<file path="config.mk">
export PLATFORM = sky130hd
export DESIGN_NAME = hot_swap_timing_sequencer
export DESIGN_NICKNAME = d
export VERILOG_FILES = /design/src/inc/hs_seq_pkg.sv /design/src/hdl/pin_sync.sv /design/src/hdl/hot_swap_timing_sequencer.sv
export SDC_FILE = /design/constraint.sdc
export NUM_CORES = 1
export LEC_CHECK = 0
export BUFFER_PORTS_ARGS = -buffer_cell sky130_fd_sc_hd__buf_2
export CAP_MARGIN = 5
export CORE_MARGIN = 2
export CORE_UTILIZATION = 45
export CTS_CLUSTER_DIAMETER = 50
export DETAILED_ROUTE_END_ITERATION = 8
export GPL_TIMING_DRIVEN = 0
export PLACE_DENSITY_LB_ADDON = 0.08
export SYNTH_ARGS = -nofsm -noshare
export SYNTH_HDL_FRONTEND = slang
export SYNTH_SLANG_ARGS = --single-unit
</file>
<file path="constraint.sdc">
create_clock -name SYS_CLK -period 4.35 [get_ports SYS_CLK]
set_input_delay 1.305 -clock SYS_CLK [delete_from_list [all_inputs] [get_ports SYS_CLK]]
set_output_delay 1.305 -clock SYS_CLK [all_outputs]
set_load 0.05 [all_outputs]
</file>
<file path="src/inc/hs_seq_pkg.sv">
`default_nettype none
package hs_seq_pkg;
  // current limit reference choices, in millivolts at the selector output
  localparam logic [11:0] SS_CLAMP_MV = 12'h064;     // 100 mV before the switch is enabled
  localparam logic [11:0] FOLD_CLAMP_MV = 12'h0C8;   // 200 mV floor under foldback
  // shunt figures in microvolts, kept for reference; the bench does not read them
  localparam int SHUNT_PRE_ON_UV = 2000;
  localparam int FOLD_FLOOR_UV = 4000;
  localparam int BREAKER_OFFSET_UV = 880;
  // soft-start and timing source figures in microamps
  localparam int SS_SOURCE_UA = 10;
  localparam int TIMING_UP_SLOW_UA = 3;
  localparam int TIMING_UP_FAST_UA = 60;
  localparam int TIMING_DN_SLOW_UA = 2;
  localparam int TIMING_DN_FAST_UA = 100;
  // timing node thresholds in millivolts
  localparam int TIMING_LOW_MV = 200;
  localparam int TIMING_HIGH_MV = 1000;
  // input synchroniser depth
  localparam int SYNC_STAGES = 2;

  // timing node source selection (at most one output pin on, none for SRC_NONE)
  typedef enum logic [2:0] {
    SRC_NONE,
    SRC_UP3,
    SRC_UP60,
    SRC_DN2,
    SRC_DN100,
    SRC_GROUND
  } timing_src_t;

  // reference selector choice
  typedef enum logic [1:0] {
    REF_PRE_ON,
    REF_SOFT,
    REF_SETPOINT,
    REF_FOLDBACK
  } ref_sel_t;

  typedef enum logic [3:0] {
    ST_RESET_HOLD,
    ST_INIT_CHARGE,
    ST_INIT_DISCHARGE,
    ST_OFF,
    ST_WAIT_TRIP,
    ST_ON,
    ST_LIMIT,
    ST_LATCHED,
    ST_LATCH_WAIT,
    ST_RETRY
  } seq_state_t;
endpackage
`default_nettype wire

</file>
<file path="src/hdl/pin_sync.sv">
`default_nettype none
// two-flop synchroniser for a bundle of asynchronous comparator levels
module pin_sync #(
  parameter int WIDTH = 8
) (
  input wire logic clk,
  input wire logic reset_n,
  input wire logic [WIDTH-1:0] async_in,
  output logic [WIDTH-1:0] sync_out
);
  logic [WIDTH-1:0] meta_reg;
  logic [WIDTH-1:0] stable_reg;

  // first stage feeds only the second stage
  always_ff @(posedge clk or negedge reset_n) begin
    if (!reset_n) begin
      meta_reg <= '0;
      stable_reg <= '0;
    end else begin
      meta_reg <= async_in;
      stable_reg <= meta_reg;
    end
  end

  assign sync_out = stable_reg;
endmodule // pin_sync
`default_nettype wire

</file>
<file path="src/hdl/hot_swap_timing_sequencer.sv">
`default_nettype none
// Notes on behaviour
// - before switch enable, reference is clamped at 100 mV (about 2 mV shunt)
// - after on request, soft-start node stays grounded until shunt reaches trip level
// - trip level sits 0.88 mV below the shunt limit; comparator handles offset
// - at trip during startup, 10 uA source ramps soft-start; reference follows
// - reference is lowest of setpoint, soft-start and foldback
// - foldback reference never drops below 200 mV (4 mV shunt)
// - timing node: 0.2 V and 1 V thresholds, 3/60 uA up, 2/100 uA down
// - during lockout reset, switch drive and timing node held low
// - initial cycle: 3 uA up to 1.0 V, then 100 uA down to 0.2 V
// - power-up starts after initial cycle only when supply window is good
// - at trip level, 60 uA pull-up on and drive regulates at the limit
// - shunt falls below trip before high threshold: 60 uA off, 2 uA down on
// - timing node reaching high threshold shuts drive and asserts fault-hold low
// - latch-off: 2 uA down, fault-hold stays low, no turn-on while discharging
// - after latch-off and low threshold, re-enable needs undervoltage or on toggle
// - autoretry: discharge at 2 uA, restart power-up at 0.2 V
// - retries repeat endlessly; board stops them by holding input low
// - supply good only when undervoltage above and overvoltage below 1 V
// - enable input must also be high before a power-up begins
module hot_swap_timing_sequencer
  import hs_seq_pkg::*;
#(
  parameter bit AUTORETRY = 1'b0
) (
  // clock and supply lockout reset
  input wire logic SYS_CLK,
  input wire logic RESET_N,
  // analog comparator results, asynchronous
  input wire logic UNDERVOLTAGE_INPUT,
  input wire logic OVERVOLTAGE_INPUT,
  input wire logic ENABLE_INPUT,
  input wire logic TIMING_HIGH_THRESHOLD,
  input wire logic TIMING_LOW_THRESHOLD,
  input wire logic BREAKER_TRIP_LEVEL,
  input wire logic SS_BELOW_SETPOINT,
  input wire logic SS_BELOW_FOLDBACK,
  input wire logic FOLDBACK_BELOW_SETPOINT,
  input wire logic FOLDBACK_BELOW_CLAMP,
  // software on bit, asynchronous level
  input wire logic ON_REQUEST,
  // pass switch drive
  output logic GATE_ENABLE,
  output logic GATE_PULLDOWN,
  output logic GATE_REGULATE,
  // soft-start node
  output logic SS_GROUND,
  output logic SS_SOURCE_EN,
  // current limit reference selector
  output logic [1:0] REF_SELECT,
  output logic REF_FOLD_CLAMP,
  // timing node sources
  output logic TIMING_UP3,
  output logic TIMING_UP60,
  output logic TIMING_DN2,
  output logic TIMING_DN100,
  output logic TIMING_GROUND,
  // fault-hold, open-drain, active low
  output logic FAULT_HOLD_N_OUT,
  output logic FAULT_HOLD_N_OE,
  // state observation
  output logic [3:0] SEQ_STATE
);

  localparam int NSYNC = 11;

  typedef struct packed {
    seq_state_t state;
    timing_src_t tsrc;
    ref_sel_t rsel;
    logic fold_clamp;
    logic gate_en;
    logic gate_pd;
    logic gate_reg;
    logic ss_gnd;
    logic ss_src;
    logic fault_low;
    logic uv_prev;
    logic on_prev;
    logic rearm_uv_low;
    logic rearm_off;
  } seq_t;

  logic [NSYNC-1:0] raw_in;
  logic [NSYNC-1:0] syn;
  logic uv_ok, ov_ok, en_ok, t_high, t_low, trip;
  logic ss_lt_set, ss_lt_fb, fb_lt_set, fb_lt_clamp, on_req;
  logic window_ok;
  seq_t st_reg;
  seq_t st_next;

  // comparator outputs cross in through two flops
  assign raw_in = {ON_REQUEST, FOLDBACK_BELOW_CLAMP, FOLDBACK_BELOW_SETPOINT,
                   SS_BELOW_FOLDBACK, SS_BELOW_SETPOINT, BREAKER_TRIP_LEVEL,
                   TIMING_LOW_THRESHOLD, TIMING_HIGH_THRESHOLD, ENABLE_INPUT,
                   OVERVOLTAGE_INPUT, UNDERVOLTAGE_INPUT};

  pin_sync #(.WIDTH(NSYNC)) u_sync (
    .clk(SYS_CLK),
    .reset_n(RESET_N),
    .async_in(raw_in),
    .sync_out(syn)
  );

  assign uv_ok = syn[0];
  assign ov_ok = ~syn[1];
  assign en_ok = syn[2];
  assign t_high = syn[3];
  assign t_low = syn[4];
  assign trip = syn[5];
  assign ss_lt_set = syn[6];
  assign ss_lt_fb = syn[7];
  assign fb_lt_set = syn[8];
  assign fb_lt_clamp = syn[9];
  assign on_req = syn[10];

  // supply window plus hardware enable
  assign window_ok = uv_ok & ov_ok & en_ok;

  // next-state logic for the whole sequencer
  always_comb begin
    st_next = st_reg;
    st_next.uv_prev = uv_ok;
    st_next.on_prev = on_req;
    st_next.gate_en = 1'b0;
    st_next.gate_pd = 1'b1;
    st_next.gate_reg = 1'b0;
    st_next.ss_gnd = 1'b1;
    st_next.ss_src = 1'b0;
    st_next.rsel = REF_PRE_ON;
    st_next.fold_clamp = 1'b0;
    st_next.tsrc = SRC_NONE;

    unique case (st_reg.state)
      ST_RESET_HOLD: begin
        // first edge after lockout release begins the initial cycle
        st_next.tsrc = SRC_UP3;
        st_next.state = ST_INIT_CHARGE;
      end
      ST_INIT_CHARGE: begin
        st_next.tsrc = SRC_UP3;
        if (t_high) begin
          st_next.tsrc = SRC_DN100;
          st_next.state = ST_INIT_DISCHARGE;
        end
      end
      ST_INIT_DISCHARGE: begin
        st_next.tsrc = SRC_DN100;
        if (!t_low) begin
          st_next.tsrc = SRC_NONE;
          st_next.state = ST_OFF;
        end
      end
      ST_OFF: begin
        // wait for a good window and the on bit
        if (window_ok && on_req) begin
          st_next.state = ST_WAIT_TRIP;
          st_next.gate_en = 1'b1;
          st_next.gate_pd = 1'b0;
        end
      end
      ST_WAIT_TRIP: begin
        st_next.gate_en = 1'b1;
        st_next.gate_pd = 1'b0;
        st_next.ss_gnd = 1'b1;
        st_next.tsrc = st_reg.tsrc == SRC_UP60 ? SRC_DN2 : SRC_NONE;
        if (trip) begin
          st_next.ss_gnd = 1'b0;
          st_next.ss_src = 1'b1;
          st_next.tsrc = SRC_UP60;
          st_next.gate_reg = 1'b1;
          st_next.state = ST_LIMIT;
        end
      end
      ST_ON, ST_LIMIT: begin
        st_next.gate_en = 1'b1;
        st_next.gate_pd = 1'b0;
        st_next.ss_gnd = 1'b0;
        st_next.ss_src = 1'b1;
        st_next.gate_reg = trip;
        st_next.tsrc = trip ? SRC_UP60 : SRC_DN2;
        st_next.state = trip ? ST_LIMIT : ST_ON;
        if (t_high && st_reg.tsrc == SRC_UP60) begin
          // sustained overcurrent: drive off, fault-hold low together
          st_next.gate_en = 1'b0;
          st_next.gate_pd = 1'b1;
          st_next.gate_reg = 1'b0;
          st_next.ss_gnd = 1'b1;
          st_next.ss_src = 1'b0;
          st_next.fault_low = 1'b1;
          st_next.tsrc = SRC_DN2;
          st_next.state = AUTORETRY ? ST_RETRY : ST_LATCHED;
        end
      end
      ST_LATCHED: begin
        // node discharging; turn-on refused
        st_next.tsrc = SRC_DN2;
        st_next.fault_low = 1'b1;
        if (!t_low) begin
          st_next.tsrc = SRC_NONE;
          st_next.rearm_uv_low = 1'b0;
          st_next.rearm_off = 1'b0;
          st_next.state = ST_LATCH_WAIT;
        end
      end
      ST_LATCH_WAIT: begin
        // re-arm on undervoltage low then high, or on bit off then on
        st_next.fault_low = 1'b1;
        if (!uv_ok) begin
          st_next.rearm_uv_low = 1'b1;
        end
        if (!on_req) begin
          st_next.rearm_off = 1'b1;
        end
        if ((st_reg.rearm_uv_low && uv_ok && !st_reg.uv_prev) ||
            (st_reg.rearm_off && on_req && !st_reg.on_prev)) begin
          st_next.fault_low = 1'b0;
          st_next.state = ST_OFF;
        end
      end
      ST_RETRY: begin
        // endless retry; board gates it through the undervoltage pin
        st_next.tsrc = SRC_DN2;
        st_next.fault_low = 1'b1;
        if (!t_low) begin
          st_next.tsrc = SRC_NONE;
          st_next.fault_low = 1'b0;
          st_next.state = ST_OFF;
        end
      end
      default: begin
        st_next.state = ST_OFF;
      end
    endcase

    // reference selector: lowest input wins, with floor under foldback
    if (st_next.gate_en && !st_next.ss_gnd) begin
      if (ss_lt_set && ss_lt_fb) begin
        st_next.rsel = REF_SOFT;
      end else if (fb_lt_set && !ss_lt_fb) begin
        st_next.rsel = REF_FOLDBACK;
        st_next.fold_clamp = fb_lt_clamp;
      end else begin
        st_next.rsel = REF_SETPOINT;
      end
    end

    // window loss: drive off in any powered phase, latched fault held
    if (!window_ok && (st_reg.state == ST_WAIT_TRIP || st_reg.state == ST_ON ||
        st_reg.state == ST_LIMIT)) begin
      st_next.state = ST_OFF;
      st_next.gate_en = 1'b0;
      st_next.gate_pd = 1'b1;
      st_next.gate_reg = 1'b0;
      st_next.ss_gnd = 1'b1;
      st_next.ss_src = 1'b0;
      st_next.rsel = REF_PRE_ON;
      st_next.fold_clamp = 1'b0;
      st_next.tsrc = SRC_NONE;
    end
  end

  // single state register; lockout holds drive and timing node low
  always_ff @(posedge SYS_CLK or negedge RESET_N) begin
    if (!RESET_N) begin
      st_reg <= '{state: ST_RESET_HOLD, tsrc: SRC_GROUND, rsel: REF_PRE_ON,
                  fold_clamp: 1'b0, gate_en: 1'b0, gate_pd: 1'b1, gate_reg: 1'b0,
                  ss_gnd: 1'b1, ss_src: 1'b0, fault_low: 1'b0, uv_prev: 1'b0,
                  on_prev: 1'b0, rearm_uv_low: 1'b0, rearm_off: 1'b0};
    end else begin
      st_reg <= st_next;
    end
  end

  // outputs straight from the state register
  assign GATE_ENABLE = st_reg.gate_en;
  assign GATE_PULLDOWN = st_reg.gate_pd;
  assign GATE_REGULATE = st_reg.gate_reg;
  assign SS_GROUND = st_reg.ss_gnd;
  assign SS_SOURCE_EN = st_reg.ss_src;
  assign REF_SELECT = st_reg.rsel;
  assign REF_FOLD_CLAMP = st_reg.fold_clamp;
  assign TIMING_UP3 = (st_reg.tsrc == SRC_UP3);
  assign TIMING_UP60 = (st_reg.tsrc == SRC_UP60);
  assign TIMING_DN2 = (st_reg.tsrc == SRC_DN2);
  assign TIMING_DN100 = (st_reg.tsrc == SRC_DN100);
  assign TIMING_GROUND = (st_reg.tsrc == SRC_GROUND);
  // open drain: only ever pulls low, board supplies the pull-up
  assign FAULT_HOLD_N_OUT = 1'b0;
  assign FAULT_HOLD_N_OE = st_reg.fault_low;
  assign SEQ_STATE = st_reg.state;

endmodule // hot_swap_timing_sequencer
`default_nettype wire

</file>
# After elaboration in Yosys (flattened, before gate mapping)
# Cells that the tools add are included.
# Widths: inputs -> output; s select.
[totals]
reg_bits = 42
inputBits = 13
output_inout_bits = 19
wordCells = 101
[classes]
n_eq_ne = 25
muxes = 31
bitwise_logic = 3
reduce_logical = 26
[ops]
columns = ["operator", "count"]
rows = [
  ["$pmux 4 s9", 1],
  ["$mux 7", 5],
  ["$pmux 3 s7", 1],
  ["$eq 4x3->1 const B", 4],
  ["$mux 15", 1],
  ["$ne 3x3->1 const B", 5],
  ["$logic_and 1x1->1", 10],
  ["$mux 2", 5],
  ["$eq 4x2->1 const B", 2],
  ["$eq 4x4->1 const B", 2],
  ["$mux 1", 8],
  ["$mux 4", 2],
  ["$ne 2x2->1 const B", 4],
  ["$reduce_and 7->1", 1],
  ["$eq 3x2->1 const B", 2],
  ["$eq 3x3->1 const B", 2],
  ["$mux 3", 2],
  ["$mux 6", 1],
  ["$pmux 2 s3", 1],
  ["$pmux 3 s2", 1],
  ["$reduce_and 3->1", 2],
  ["$logic_not 1->1", 5],
  ["$mux 5", 1],
  ["$eq 4x1->1 const B", 1],
  ["other kinds (13)", 16],
]

# Depth between registers and ports, before layout
[logic_depth]
depth_word = 9
depth_mapped = 6
depth_no_buf = 4

# Hierarchy
# A second synthesis with hierarchy kept.
[hier_totals]
cells_unflattened = 162
hier_area_um2 = 1814.2
[modules_own_cells]
columns = ["mod", "n_inst", "cells_per_inst", "area_per_inst_um2", "seq_area_each_um2"]
rows = [
  ["hot_swap_timing_sequencer", 1, 140, 1263.7, 505.5],
  ["pin_sync", 1, 22, 550.5, 550.5],
]

# Worst setup path before layout
# OpenSTA, ideal clock, no wires.
[synth_timing]
kind = "flip-flop to output port"
start = "reg st_reg[13] in the netlist's numbering"
end = "out TIMING_UP3"
arrival_ns = 1.709
required_ns = 3.045
setup_slack_ns = 1.336
path_stages_with_launch = 2
n_path_buf = 0
path_cell_list = "dfstp_2 -> nor3b_1"
[synth_between]
elab_chain_len = 1
[synth_rtl]
columns = ["element", "line_no", "source"]
rows = [
  ["start: declaration", "hot_swap_timing_sequencer.sv:90", "seq_t st_reg;"],
  ["start signal: assignment", "hot_swap_timing_sequencer.sv:267", "st_reg <= '{state: ST_RESET_HOLD, tsrc: SRC_GROUND, rsel: REF_PRE_ON,"],
  ["start signal: assignment", "hot_swap_timing_sequencer.sv:272", "st_reg <= st_next;"],
  ["$eq 3x1->1", "hot_swap_timing_sequencer.sv:284", "assign TIMING_UP3 = (st_reg.tsrc == SRC_UP3);"],
  ["end: declaration", "hot_swap_timing_sequencer.sv:54", "output logic TIMING_UP3,"],
]
# No other way between the ends.

# Final worst setup path
[layout_timing]
start = "reg st_reg[15] in the netlist's numbering"
end = "out TIMING_DN100"
[layout_between]
elab_chain_len = 1
[layout_rtl]
columns = ["element", "line_no", "source"]
rows = [
  ["$eq 3x3->1", "hot_swap_timing_sequencer.sv:287", "assign TIMING_DN100 = (st_reg.tsrc == SRC_DN100);"],
  ["end: declaration", "hot_swap_timing_sequencer.sv:57", "output logic TIMING_DN100,"],
]
# No other way between the ends.

==> run_results.csv <==
group,metric,value,unit
finish,antenna_cells,0,
synthesis,syn_nets,170,
timing,finalSetupTns,0,ps
worst_hold_path,hold_class,"reg -> reg",
detailed_routing,post-route-drc-count,0,
clock_tree,clock_path_buffers,2,
worst_hold_path,min_to,"u_sync.sync_out[4]",
critical_path,path_buf_inv,1,
global_route,antenna_found_initial,0,
synthesis,ys_dominant_reg_cell,"dfrtp_1",
critical_path,criticalPathCategory,"reg -> out",
placement,port_buffers,30,
global_route,grt_overflow_total,0,
critical_path,cp.arrival,1360,ps
power,p_per_area,696,nW/um^2
synthesis,avgSynthCellArea,12.0,sq um
finish,finish.utilization,55.5,%
timing,slew-limit-headroom,40.8,%
synthesis,yosys_warnings,0,
placement,dp_hpwl,2550,microns
placement,place_congestion,0.871,
floorplan,rows,23,
detailed_routing,detail-route-antenna-nets,0,
critical_path,cp_top_family,"flip-flops",
floorplan,start_util,46.8,%
clock_tree,cts.sinks,42,
timing,period_share,61.2,%
global_route,grt_max_degree,43,
clock_tree,clock-root-buffer,"clkbuf_8",
critical_path,r2r_cells,4,
detailed_routing,via_per_inst,5.45,
worst_hold_path,min-delay-start,"u_sync.meta_reg[4]",
synthesis,synth_edf_count,0,
critical_path,cp-end-kind,"output port",
timing,fin_worst_skew,4.53,ps
finish,regArea,1060,sq um
finish,fin_area,2240,sq um
power,cellLeakagePower,1.02,nW
synthesis,synth_top_area_cell,"dfrtp_1",
finish,area_delta_synth_final,18.6,%
clock_tree,insertion_delay,300,ps
finish,final_nets,207,
critical_path,worst-r2r-setup-slack,2640,ps
synthesis,syn_inst,157,
synthesis,netlist_area,1890,sq um
floorplan,die_x,68.8,microns
synthesis,synth.ff_latch_count,42,
detailed_routing,vias,1335,
synthesis,synth_top_area_share,50.4,%
finish,fillCellCount,356,
power,ir_drop,0.305,mV
critical_path,cp.required,3040,ps
detailed_routing,dr.first_iter.drc_count,143,
critical_path,cp_cell_sequence,"nor3b_1 > buf_2",
critical_path,cp_max_fo,6,
clock_tree,path_clk_slew,80,ps
synthesis,async_flop_share,100,%
placement,placed_cell_area,2100,sq um
detailed_routing,route.detailed.wl_per_inst,14.8,microns
global_route,grt_pass1_vias,1290,
worst_hold_path,holdPathStages,0,
critical_path,start_kind,"flop",
detailed_routing,first_pass_iters,5,
global_route,grtUsageTotal,18.3,%
timing,finalMaxSlewViolations,0,
timing,min_period,2660,ps
synthesis,synth.yosys.seq_area_share,56.0,%
finish,multi_input_area,701,sq um
floorplan,num_io_pins,32,
floorplan,core,4030,sq um
timing,tightestPinTransition,888,ps
timing,hold_viol_final,0,
floorplan,die_h,68.8,microns
run_status,status,"finished, final reports clean",
clock_tree,cts_tree,"done",
critical_path,reg2reg_to,"SEQ_STATE[0]",
timing,setup_viol,0,
synthesis,synthTopCellsByArea,"dfrtp_1 (50%), dfstp_2 (5.6%), buf_4 (4.0%)",
finish,final_cells,245,
clock_tree,cts_resized,0,
timing,rsz0062_at_grt,"false",
critical_path,crit_path_top_delay_cell,"dfstp_2",
critical_path,slowest_delay,580,ps
clock_tree,cts-htree-levels,2,
power,p_total,0.00156,W
detailed_routing,wirelength,3630,microns
clock_tree,cts_buffers,5,
floorplan,dieArea,4730,sq um
critical_path,crit_start,"st_reg[15]",
clock_tree,cts_hold_buf,0,
clock_tree,post-cts-setup-buffer-count,0,
finish,drive_gt1_share,34.4,%
critical_path,timing.rr.start,"SEQ_STATE[1]",
timing,fmax,375,MHz
global_route,grt_pass1_wl,6150,microns
synthesis,ys_types,51,
placement,place_inst,237,
run,maxCapViolations,0,
## metrics by stage
step	setup slack, ps	hold WS, ps
2_1_floorplan	1340	331
3_3_place_gp	2040	332
3_5_place_dp	2000	335
4_1_cts	1660	354
5_1_grt	1540	360
6_report	1690	348
## worst max path at each step
stage / to / depth (start not counted)
3_5_place_dp: TIMING_DN100 / 2
4_1_cts: TIMING_DN100 / 2
5_1_grt: TIMING_DN100 / 2
6_report: TIMING_DN100 / 2
3_3_place_gp: TIMING_DN100 / 2
2_1_floorplan: TIMING_UP3 / 1
## cells in the mapped netlist (2+ instances only)
library cell / n
dfrtp_1: 38
nor2_1: 11
buf_4: 10
inv_1: 5
nand2_1: 5
nor3b_1: 5
o21ai_0: 5
a21oi_1: 4
and3b_1: 4
dfstp_2: 4
nand3b_1: 4
nand4b_1: 4
nor2b_1: 4
a22o_1: 3
a311oi_1: 3
nand3_1: 3
nor3_1: 3
o22ai_1: 3
a31oi_1: 2
buf_2: 2
buf_6: 2
nor4_1: 2
nor4bb_1: 2
o21ai_1: 2
## logic make-up after synthesis
| family | after synthesis | synth area share [%] |
|---|---|---|
| other | 1 | 0.199 |
| AO/OA/AOI/OAI | 37 | 16.4 |
| flip-flops | 42 | 56.0 |
| XOR/XNOR | 1 | 0.464 |
| AND/OR/NAND/NOR | 55 | 19.6 |
| multiplexers | 1 | 0.531 |
| buffers and inverters | 20 | 6.90 |
## placed cells by master, fill, tap and decap left out, types with 5 or more instances in the layout
cell,n
buf_2,32
buf_4,10
clkbuf_8,5
dfrtp_1,38
inv_1,5
nand2_1,5
nor2_1,11
nor3b_1,5
o21ai_0,5
## layer usage
metal	routed length [microns]	GRT usage, %
met1	1590	24.5
met2	1690	27.9
met3	236	4.38
met4	108	9.56
met5	0	0
## area by class of cell
| cell class | instances | share of cell area (%) |
|---|---|---|
| plain buffers | 15 | 4.98 |
| clock buffers | 5 | 3.08 |
| clock inverters | 3 | 3.08 |
| inverters | 5 | 0.839 |
| multi-input cells | 95 | 31.3 |
| flip-flops and latches | 42 | 47.2 |
| well taps | 50 | 2.80 |
| repair buffers | 30 | 6.71 |
## worst reg2reg max path: cells and delay by family (launching register included)
kind | cells | cell delay (ps)
flip-flops | 1 | 480
AND/OR/NAND/NOR | 1 | 270
AO/OA/AOI/OAI | 3 | 840
## power by group
part	switching, W	internal [W]	total (W)
Clock	0.000134	0.000230	0.000364
Combinational	0.000429	0.000269	0.000698
Sequential	0.0000485	0.000448	0.000496
Total	0.000611	0.000947	0.00156
No activity file was read; power rests on OpenSTA's default activity.
